==> src/tpp_pkg.sv <==
// Shared constants and helpers for the paired 8-bit pulse timers.
package tpp_pkg;

    // Mode register field positions.
    localparam int MODE_INIT_BIT = 0;
    localparam int MODE_DBUF_BIT = 1;
    localparam int MODE_OP_LSB = 2;
    localparam int MODE_EXT_BIT = 4;
    localparam int MODE_CLK_LSB = 5;

    // Widths.
    localparam int MODE_W = 8;
    localparam int CNT_W = 8;
    localparam int PRE_W = 11;

    // Operation-select encodings.
    localparam logic [1:0] OP_PPG = 2'h2;
    localparam logic [1:0] OP_T16A = 2'h0;
    localparam logic [1:0] OP_T16B = 2'h1;

    // Reset values.
    localparam logic [7:0] MODE_RST = 8'h00;
    localparam logic [7:0] CNT8_RST = 8'h00;
    localparam logic [15:0] CNT16_RST = 16'h0000;
    localparam logic [7:0] CMP_RST = 8'hff;
    localparam logic [10:0] PRE_RST = 11'h000;

    typedef logic [7:0] tpp_byte_t;

    // Source clock strobe: the prescaler's low bits all at one; select 7 strobes every clock.
    function automatic logic tpp_tick(input logic [10:0] pre,
                                      input logic [2:0] sel);
        logic t;
        t = 1'b0;
        unique case (sel)
            3'h0: t = &pre[10:0];
            3'h1: t = &pre[9:0];
            3'h2: t = &pre[7:0];
            3'h3: t = &pre[5:0];
            3'h4: t = &pre[3:0];
            3'h5: t = &pre[1:0];
            3'h6: t = pre[0];
            3'h7: t = 1'b1;
        endcase
        return t;
    endfunction : tpp_tick

endpackage : tpp_pkg

==> src/tpp_ch.sv <==
// One 8-bit programmable pulse channel with buffered compares.
`timescale 1ns/10ps
module tpp_ch (
    // Clock and reset
    input logic clk,
    input logic rst,
    // Channel control
    input logic en,
    input logic tick,
    input logic init_level,
    input logic dbuf_en,
    // Compare writes
    input logic duty_wr,
    input logic period_wr,
    input tpp_pkg::tpp_byte_t wdata,
    // State and events
    output tpp_pkg::tpp_byte_t count,
    output logic pulse_out,
    output logic irq,
    output tpp_pkg::tpp_byte_t duty_rd,
    output tpp_pkg::tpp_byte_t period_rd
);
    import tpp_pkg::*;

    tpp_byte_t cnt_reg, cnt_next;
    tpp_byte_t duty_buf_reg, duty_buf_next;
    tpp_byte_t duty_act_reg, duty_act_next;
    tpp_byte_t per_buf_reg, per_buf_next;
    tpp_byte_t per_act_reg, per_act_next;
    logic out_reg, out_next;
    logic irq_reg, irq_next;
    logic duty_done_reg, duty_done_next;
    logic per_done_reg, per_done_next;
    logic duty_hit, per_hit, direct;

    // Compares are checked every clock, so a value written equal to the
    // count matches at once instead of waiting for the next source tick.
    always_comb begin
        direct = !(dbuf_en && en); // RQ10 RQ13
        duty_buf_next = duty_wr ? wdata : duty_buf_reg; // RQ12
        per_buf_next = period_wr ? wdata : per_buf_reg; // RQ12
        duty_act_next = (duty_wr && direct) ? wdata : duty_act_reg; // RQ14
        per_act_next = (period_wr && direct) ? wdata : per_act_reg; // RQ14
        duty_hit = en && cnt_reg == duty_act_reg && !duty_done_reg; // RQ15
        per_hit = en && cnt_reg == per_act_reg && !per_done_reg; // RQ15
        cnt_next = cnt_reg;
        out_next = out_reg;
        irq_next = 1'b0;
        duty_done_next = duty_done_reg;
        per_done_next = per_done_reg;
        if (!en) begin
            cnt_next = CNT8_RST; // RQ9
            out_next = init_level; // RQ4 RQ9
            duty_done_next = 1'b0;
            per_done_next = 1'b0;
        end else if (per_hit) begin
            cnt_next = CNT8_RST; // RQ8
            out_next = init_level; // RQ7
            irq_next = 1'b1; // RQ7
            per_done_next = 1'b1;
            duty_done_next = 1'b0;
            if (dbuf_en) begin
                duty_act_next = duty_buf_next; // RQ11
                per_act_next = per_buf_next; // RQ11
            end
        end else begin
            if (duty_hit) begin
                out_next = ~init_level; // RQ6 RQ2
                duty_done_next = 1'b1;
            end
            if (tick) begin
                cnt_next = cnt_reg + 8'h01; // RQ6
                duty_done_next = 1'b0;
                per_done_next = 1'b0;
            end
        end
    end

    // Channel state registers.
    always_ff @(posedge clk) begin
        if (rst) begin
            cnt_reg <= CNT8_RST;
            duty_buf_reg <= CMP_RST;
            duty_act_reg <= CMP_RST;
            per_buf_reg <= CMP_RST;
            per_act_reg <= CMP_RST;
            out_reg <= 1'b0;
            irq_reg <= 1'b0;
            duty_done_reg <= 1'b0;
            per_done_reg <= 1'b0;
        end else begin
            cnt_reg <= cnt_next;
            duty_buf_reg <= duty_buf_next;
            duty_act_reg <= duty_act_next;
            per_buf_reg <= per_buf_next;
            per_act_reg <= per_act_next;
            out_reg <= out_next;
            irq_reg <= irq_next;
            duty_done_reg <= duty_done_next;
            per_done_reg <= per_done_next;
        end
    end

    assign count = cnt_reg;
    assign pulse_out = out_reg;
    assign irq = irq_reg;
    assign duty_rd = duty_buf_reg;
    assign period_rd = per_buf_reg;

endmodule : tpp_ch

==> src/tpp_top.sv <==
// Paired 8-bit pulse timers with a cascaded 16-bit interval mode.
// Operation
// (RQ1) Timer A pulse mode: op 10, no cascade.
// (RQ2) Duty compare sets width, period sets cycle.
// (RQ3) Run starts timer; mode writes then ignored.
// (RQ4) Stopped pin shows the initial-level bit.
// (RQ5) AND select drives pin with both outputs.
// (RQ6) Count per tick; duty match leaves idle.
// (RQ7) Period match restores idle, raises interrupt.
// (RQ8) Counter restarts from zero after period.
// (RQ9) Run cleared: stop, zero count, idle pin.
// (RQ10) Double-buffer bit governs both compares.
// (RQ11) Buffered running writes load at interrupt.
// (RQ12) Compare reads return buffered value.
// (RQ13) Stopped writes update buffer and active.
// (RQ14) Unbuffered writes act at once.
// (RQ15) Equal-to-count write matches immediately.
// (RQ16) Cascade joins timers; B settings rule.
// (RQ17) Interval mode: B op 00/01, no ext.
// (RQ18) Low byte then high; high commits.
// (RQ19) B run starts 16-bit; mode locked.
// (RQ20) 16-bit match: B interrupt, count cleared.
// (RQ21) B run cleared: stop, clear 16-bit.
// (RQ22) Buffered pair loads at next match.
// (RQ23) Stopped pair loads buffer and active.
// (RQ24) Timer B offers identical pulse mode.
`timescale 1ns/10ps
module tpp_top (
    // Clock and reset
    input logic clk,
    input logic rst,
    // Pair control bits
    input logic timer_a_run,
    input logic timer_b_run,
    input logic cascade_select,
    input logic and_output_sel,
    // Mode register writes
    input logic timer_a_mode_wr,
    input logic timer_b_mode_wr,
    input tpp_pkg::tpp_byte_t mode_wdata,
    // Compare register writes
    input logic timer_a_duty_wr,
    input logic timer_a_period_wr,
    input logic timer_b_duty_wr,
    input logic timer_b_match_wr,
    input tpp_pkg::tpp_byte_t cmp_wdata,
    // Register readback
    output tpp_pkg::tpp_byte_t timer_a_mode_rd,
    output tpp_pkg::tpp_byte_t timer_b_mode_rd,
    output tpp_pkg::tpp_byte_t timer_a_duty_rd,
    output tpp_pkg::tpp_byte_t timer_a_period_rd,
    output tpp_pkg::tpp_byte_t timer_b_duty_rd,
    output tpp_pkg::tpp_byte_t timer_b_match_rd,
    output logic [15:0] combined_match_rd,
    // Counter state
    output tpp_pkg::tpp_byte_t timer_a_count,
    output tpp_pkg::tpp_byte_t timer_b_count,
    output logic [15:0] cascade_count,
    // Pins and events
    output logic pulse_out_pin,
    output logic timer_b_pulse_out,
    output logic timer_a_irq,
    output logic timer_b_irq
);
    import tpp_pkg::*;

    tpp_byte_t timer_a_mode_reg, timer_a_mode_next;
    tpp_byte_t timer_b_mode_reg, timer_b_mode_next;
    logic [10:0] pre_reg, pre_next;
    logic [15:0] c_cnt_reg, c_cnt_next;
    logic [15:0] c_buf_reg, c_buf_next;
    logic [15:0] c_act_reg, c_act_next;
    logic c_done_reg, c_done_next;
    logic c_irq_reg, c_irq_next;
    logic pin_reg, pin_next;
    logic b_pin_reg, b_pin_next;
    logic a_en, b_en, c_en, c_hit, c_commit;
    logic a_tick, b_tick;
    logic a_out, b_out, a_irq, b_irq;
    logic [1:0] a_op, b_op;
    tpp_byte_t a_period_buf;

    // Field decode of the two mode registers.
    assign a_op = timer_a_mode_reg[MODE_OP_LSB +: 2];
    assign b_op = timer_b_mode_reg[MODE_OP_LSB +: 2];

    // Mode registers lock while their timer runs, so a stray write cannot
    // change the clock or compare behaviour in the middle of a cycle.
    always_comb begin
        timer_a_mode_next = timer_a_mode_reg;
        timer_b_mode_next = timer_b_mode_reg;
        if (timer_a_mode_wr && !timer_a_run) begin
            timer_a_mode_next = mode_wdata; // RQ3
        end
        if (timer_b_mode_wr && !timer_b_run) begin
            timer_b_mode_next = mode_wdata; // RQ19
        end
    end

    // Mode register storage.
    always_ff @(posedge clk) begin
        if (rst) begin
            timer_a_mode_reg <= MODE_RST;
            timer_b_mode_reg <= MODE_RST;
        end else begin
            timer_a_mode_reg <= timer_a_mode_next;
            timer_b_mode_reg <= timer_b_mode_next;
        end
    end

    // Free-running prescaler shared by both timers.
    always_comb begin
        pre_next = pre_reg + 11'h001;
    end

    // Prescaler register; its phase is not reset by run, so the first
    // source tick after a start can come early by up to one period.
    always_ff @(posedge clk) begin
        if (rst) begin
            pre_reg <= PRE_RST;
        end else begin
            pre_reg <= pre_next;
        end
    end

    // Source clock strobes picked by each timer's clock select field.
    assign a_tick = tpp_tick(pre_reg,
        timer_a_mode_reg[MODE_CLK_LSB +: 3]); // RQ1
    assign b_tick = tpp_tick(pre_reg,
        timer_b_mode_reg[MODE_CLK_LSB +: 3]); // RQ17

    // Mode qualification; in cascade both pulse channels are held off
    // and only timer B's settings matter.
    assign a_en = timer_a_run && !cascade_select && a_op == OP_PPG
        && !timer_a_mode_reg[MODE_EXT_BIT]; // RQ1 RQ3
    assign b_en = timer_b_run && !cascade_select && b_op == OP_PPG
        && !timer_b_mode_reg[MODE_EXT_BIT]; // RQ24
    assign c_en = timer_b_run && cascade_select
        && (b_op == OP_T16A || b_op == OP_T16B)
        && !timer_b_mode_reg[MODE_EXT_BIT]; // RQ16 RQ17 RQ19

    // Timer A pulse channel; its period buffer also stages the low byte
    // of the 16-bit compare, since the channel is idle in cascade.
    tpp_ch u_ch_a (
        .clk(clk),
        .rst(rst),
        .en(a_en),
        .tick(a_tick),
        .init_level(timer_a_mode_reg[MODE_INIT_BIT]),
        .dbuf_en(timer_a_mode_reg[MODE_DBUF_BIT]),
        .duty_wr(timer_a_duty_wr),
        .period_wr(timer_a_period_wr),
        .wdata(cmp_wdata),
        .count(timer_a_count),
        .pulse_out(a_out),
        .irq(a_irq),
        .duty_rd(timer_a_duty_rd),
        .period_rd(a_period_buf)
    );

    // Timer B pulse channel, same behaviour with its own resources.
    tpp_ch u_ch_b (
        .clk(clk),
        .rst(rst),
        .en(b_en),
        .tick(b_tick),
        .init_level(timer_b_mode_reg[MODE_INIT_BIT]),
        .dbuf_en(timer_b_mode_reg[MODE_DBUF_BIT]),
        .duty_wr(timer_b_duty_wr),
        .period_wr(timer_b_match_wr),
        .wdata(cmp_wdata),
        .count(timer_b_count),
        .pulse_out(b_out),
        .irq(b_irq),
        .duty_rd(timer_b_duty_rd),
        .period_rd(timer_b_match_rd)
    ); // RQ24

    // Cascade commit: the high byte write carries the staged low byte.
    assign c_commit = timer_b_match_wr && cascade_select; // RQ18

    // The 16-bit counter compares every clock, like the 8-bit channels,
    // so an equal-valued commit matches straight away.
    always_comb begin
        c_buf_next = c_buf_reg;
        c_act_next = c_act_reg;
        if (c_commit) begin
            c_buf_next = {cmp_wdata, a_period_buf}; // RQ18
            if (!(timer_b_mode_reg[MODE_DBUF_BIT] && c_en)) begin
                c_act_next = c_buf_next; // RQ23
            end
        end
        c_hit = c_en && c_cnt_reg == c_act_reg && !c_done_reg;
        c_cnt_next = c_cnt_reg;
        c_done_next = c_done_reg;
        c_irq_next = 1'b0;
        if (!c_en) begin
            c_cnt_next = CNT16_RST; // RQ21
            c_done_next = 1'b0;
        end else if (c_hit) begin
            c_cnt_next = CNT16_RST; // RQ20
            c_irq_next = 1'b1; // RQ20
            c_done_next = 1'b1;
            if (timer_b_mode_reg[MODE_DBUF_BIT]) begin
                c_act_next = c_buf_next; // RQ22
            end
        end else if (b_tick) begin
            c_cnt_next = c_cnt_reg + 16'h0001;
            c_done_next = 1'b0;
        end
    end

    // Cascade state registers.
    always_ff @(posedge clk) begin
        if (rst) begin
            c_cnt_reg <= CNT16_RST;
            c_buf_reg <= {CMP_RST, CMP_RST};
            c_act_reg <= {CMP_RST, CMP_RST};
            c_done_reg <= 1'b0;
            c_irq_reg <= 1'b0;
        end else begin
            c_cnt_reg <= c_cnt_next;
            c_buf_reg <= c_buf_next;
            c_act_reg <= c_act_next;
            c_done_reg <= c_done_next;
            c_irq_reg <= c_irq_next;
        end
    end

    // Pin selection; the AND path is what builds carrier-style bursts
    // out of a fast timer gated by a slow one.
    always_comb begin
        pin_next = and_output_sel ? (a_out & b_out) : a_out; // RQ5
        b_pin_next = b_out;
    end

    // Pin registers keep the outputs glitch free across the AND gate.
    always_ff @(posedge clk) begin
        if (rst) begin
            pin_reg <= 1'b0;
            b_pin_reg <= 1'b0;
        end else begin
            pin_reg <= pin_next;
            b_pin_reg <= b_pin_next;
        end
    end

    // Outputs.
    assign pulse_out_pin = pin_reg;
    assign timer_b_pulse_out = b_pin_reg;
    assign timer_a_irq = a_irq;
    assign timer_b_irq = b_irq | c_irq_reg; // RQ20
    assign timer_a_mode_rd = timer_a_mode_reg;
    assign timer_b_mode_rd = timer_b_mode_reg;
    assign timer_a_period_rd = a_period_buf;
    assign combined_match_rd = c_buf_reg;
    assign cascade_count = c_cnt_reg;

endmodule : tpp_top

==> config.mk <==
export PLATFORM = sky130hd
export DESIGN_NAME = tpp_top
export DESIGN_NICKNAME = d
export VERILOG_FILES = /design/src/tpp_pkg.sv /design/src/tpp_ch.sv /design/src/tpp_top.sv
export SDC_FILE = /design/constraint.sdc
export NUM_CORES = 1
export LEC_CHECK = 0
export BUFFER_PORTS_ARGS = -buffer_cell sky130_fd_sc_hd__buf_2
export CAP_MARGIN = 10
export CORE_MARGIN = 3
export CORE_UTILIZATION = 55
export CTS_CLUSTER_SIZE = 30
export DETAILED_ROUTE_END_ITERATION = 7
export MAX_ROUTING_LAYER = met4
export PLACE_DENSITY = 0.76
export SYNTH_ARGS = -nofsm -noshare
export SYNTH_HDL_FRONTEND = slang
export SYNTH_SLANG_ARGS = --single-unit
==> constraint.sdc <==
create_clock -name clk -period 3.2 [get_ports clk]
set_input_delay 0.32 -clock clk [delete_from_list [all_inputs] [get_ports clk]]
set_output_delay 0.32 -clock clk [all_outputs]
set_load 0.005 [all_outputs]
==> impl_metrics.env <==
export IMPL_antenna_cells=0
export IMPL_p_int_mw=3.64
export IMPL_synthTopCellsByCount="dfxtp_1, nand3_1, nand2_1, nor2_1, xor2_1"
export IMPL_synth_area_top_cells="dfxtp_1, xor2_1, a211o_1"
export IMPL_powerDensity_nw_per_um2=529
export IMPL_fp_dieArea_um2=15600
export IMPL_final_setup_worst_slack_ns=0.674
export IMPL_clock_sinks=167
export IMPL_fmaxAchievable_mhz=396
export IMPL_yosys_warnings=0
export IMPL_synth_top_area_share_pct=42.9
export IMPL_power_switching_mw=1.13
export IMPL_rows=42
export IMPL_hold_viol=0
export IMPL_first_pass_iters=5
export IMPL_ys_seq_area_share_pct=42.9
export IMPL_critPathKind="flop to flop"
export IMPL_ios=128
export IMPL_tns_ns=0
export IMPL_grt_pass1_wl_um=32100
export IMPL_maxCapViolCount=0
export IMPL_core_area_um2=13600
export IMPL_syn2layout_area_growth_pct=15.6
export IMPL_worstRegToRegCells=6
export IMPL_ant_nets=0
export IMPL_vias_per_cell=5.80
export IMPL_cts_buffers=17
export IMPL_clkTransAtPathRegs_ns=0.06
export IMPL_clkPwrFrac_pct=43.2
export IMPL_finClkSkew_ns=0.00594
export IMPL_layout_drive_gt1_share_pct=20.4
export IMPL_netlist_instances=869
export IMPL_grt_pass1_vias=6038
export IMPL_path_max_fanout=36
export IMPL_yosysTopAreaCell="dfxtp_1"
export IMPL_cp_start_kind="flop"
export IMPL_ctsLongestPathBuffers=2
export IMPL_relSlewSlack_pct=34.5
export IMPL_rsz0062_at_grt="no"
export IMPL_ys_types=55
export IMPL_worstPathArrival_ns=2.87
export IMPL_worst_path_largest_cell_delay_ns=0.59
export IMPL_cts_tree="yes"
export IMPL_die_h_um=125
export IMPL_critical_path_cell_chain="ha_1, nand2_2, a211o_1, a21o_1, or4_1, a21oi_1"
export IMPL_switching_share_pct=23.7
export IMPL_ir_drop_v=0.000427
export IMPL_io_buffer_count=127
export IMPL_antenna_found_initial=0
export IMPL_post_cts_buffers=0
export IMPL_track_usage_pct=25.8
export IMPL_status="completed"
export IMPL_synth_ff_type="dfxtp_1"
export IMPL_wl_per_cell_um=17.3
export IMPL_drc=0
export IMPL_place_ws_ns=0.702
export IMPL_layout_nets=988
export IMPL_p_comb_share_pct=9.5
export IMPL_syn_nets=901
export IMPL_clk_insertion_delay_late_ns=0.42
export IMPL_whs_path_depth=3
export IMPL_drv_slew=0
export IMPL_finalSetupViolations=0
export IMPL_synth_edf_count=0
export IMPL_p_leak_nw=3.80
export IMPL_syn_area_per_cell_um2=8.97
export IMPL_grt_overflow_total=0
export IMPL_yosysMostFrequentCell="dfxtp_1"
export IMPL_wirelength_um=19800
export IMPL_worstPathRequired_ns=3.54
export IMPL_first_iter_violations=616
export IMPL_cts_hold_buf=0
export IMPL_seqPwrFrac_pct=47.4
export IMPL_crit_path_top_delay_cell="or4_1"
export IMPL_critPathCaptureType="flop"
export IMPL_tightestPinTransition_ns=0.983
export IMPL_vias=6636
export IMPL_fin_crit_ns=2.53
export IMPL_dieWidth_um=125
export IMPL_hpwl_um=13600
export IMPL_initial_core_util_pct=57.5
export IMPL_synth_area_um2=7790
export IMPL_synth_ff_latch_count=167
export IMPL_gp_congestion=0.850
export IMPL_htree_levels=4
export IMPL_post_cts_resized=0
export IMPL_async_flop_share_pct=0
export IMPL_hold_class="primary input to flop"
export IMPL_grt_max_degree=50
export IMPL_cts_root_buf="clkbuf_16"
export IMPL_fin_crit_sh_pct=78.9
cells in the final DEF (no fill, tap or decap), types with 27 or more instances in the layout:
cell type / count
mux2i_1: 32
nor2b_1: 37
nand3_1: 80
nand2_1: 75
a21oi_1: 27
xor2_1: 50
nor2_1: 53
and3_1: 27
dfxtp_1: 167
buf_2: 126
a211o_1: 49
critical path, delay by kind of cell (launching register included):
kind | cells | cell delay (ns)
adder cells (fa/ha/maj) | 1 | 0.37
AO/OA/AOI/OAI | 3 | 0.96
AND/OR/NAND/NOR | 2 | 0.69
flip-flops | 1 | 0.41
logic make-up (layout without fill, tap and decap cells):
logic type / Yosys count / after routing / share of synthesized area [%]
AO/OA/AOI/OAI: 148 / 148 / 14.2
XOR/XNOR: 67 / 67 / 7.53
adder cells (fa/ha/maj): 4 / 4 / 0.642
buffers and inverters: 75 / 174 / 4.14
flip-flops: 167 / 167 / 42.9
multiplexers: 50 / 50 / 6.71
AND/OR/NAND/NOR: 358 / 358 / 23.9
power groups by stage:
stage,clock [mW],combinational (mW),sequential [mW]
floorplan,0,0.318,2.28
global placement,0,0.439,2.30
detailed placement,0,0.444,2.30
CTS,2.08,0.451,2.26
global route,2.16,0.500,2.27
finish,2.06,0.451,2.26
stage by stage:
| stage | hold WS, ns | cell area [um2] | power (mW) | util [%] | instances |
|---|---|---|---|---|---|
| 3_3_place_gp | 0.446 | 8420 | 2.74 | 62.1 | 1113 |
| 6_report | 0.149 | 9010 | 4.77 | 66.4 | 1144 |
| 2_1_floorplan | 0.427 | 7790 | 2.60 | - | 869 |
| 5_1_grt | 0.150 | 9010 | 4.93 | 66.4 | 1144 |
| 4_1_cts | 0.136 | 9010 | 4.79 | 66.4 | 1144 |
| 3_5_place_dp | 0.459 | 8420 | 2.75 | 62.1 | 1113 |
layout make-up:
type	count	area [um2]
clock buffers	22	464
clock inverters	9	125
fillers	1141	4550
inverters	8	30.0
multi-input cells	627	4130
flip-flops and latches	167	3340
well taps	176	220
repair buffers	135	698
routing by layer:
| layer | track usage (%) | part of all wire (%) | vias to the layer above |
|---|---|---|---|
| li1 | - | - | 3246 |
| met1 | 34.7 | 45 | 3185 |
| met2 | 39.8 | 47 | 181 |
| met3 | 5.76 | 6.1 | 24 |
| met4 | 6.76 | 1.5 | 0 |
| met5 | - | 0 | - |
worst paths after layout:
path,startpoint,slack [ns],end
setup / recovery,pre_reg[0],0.67,cascade_count[6]
hold / removal,mode_wdata[5],0.15,timer_a_mode_rd[5]
setup reg to reg,pre_reg[0],0.67,cascade_count[6]
hold reg to reg,u_ch_a.per_done_reg,0.46,u_ch_a.per_done_reg
Power figures use the tool's default switching activity.
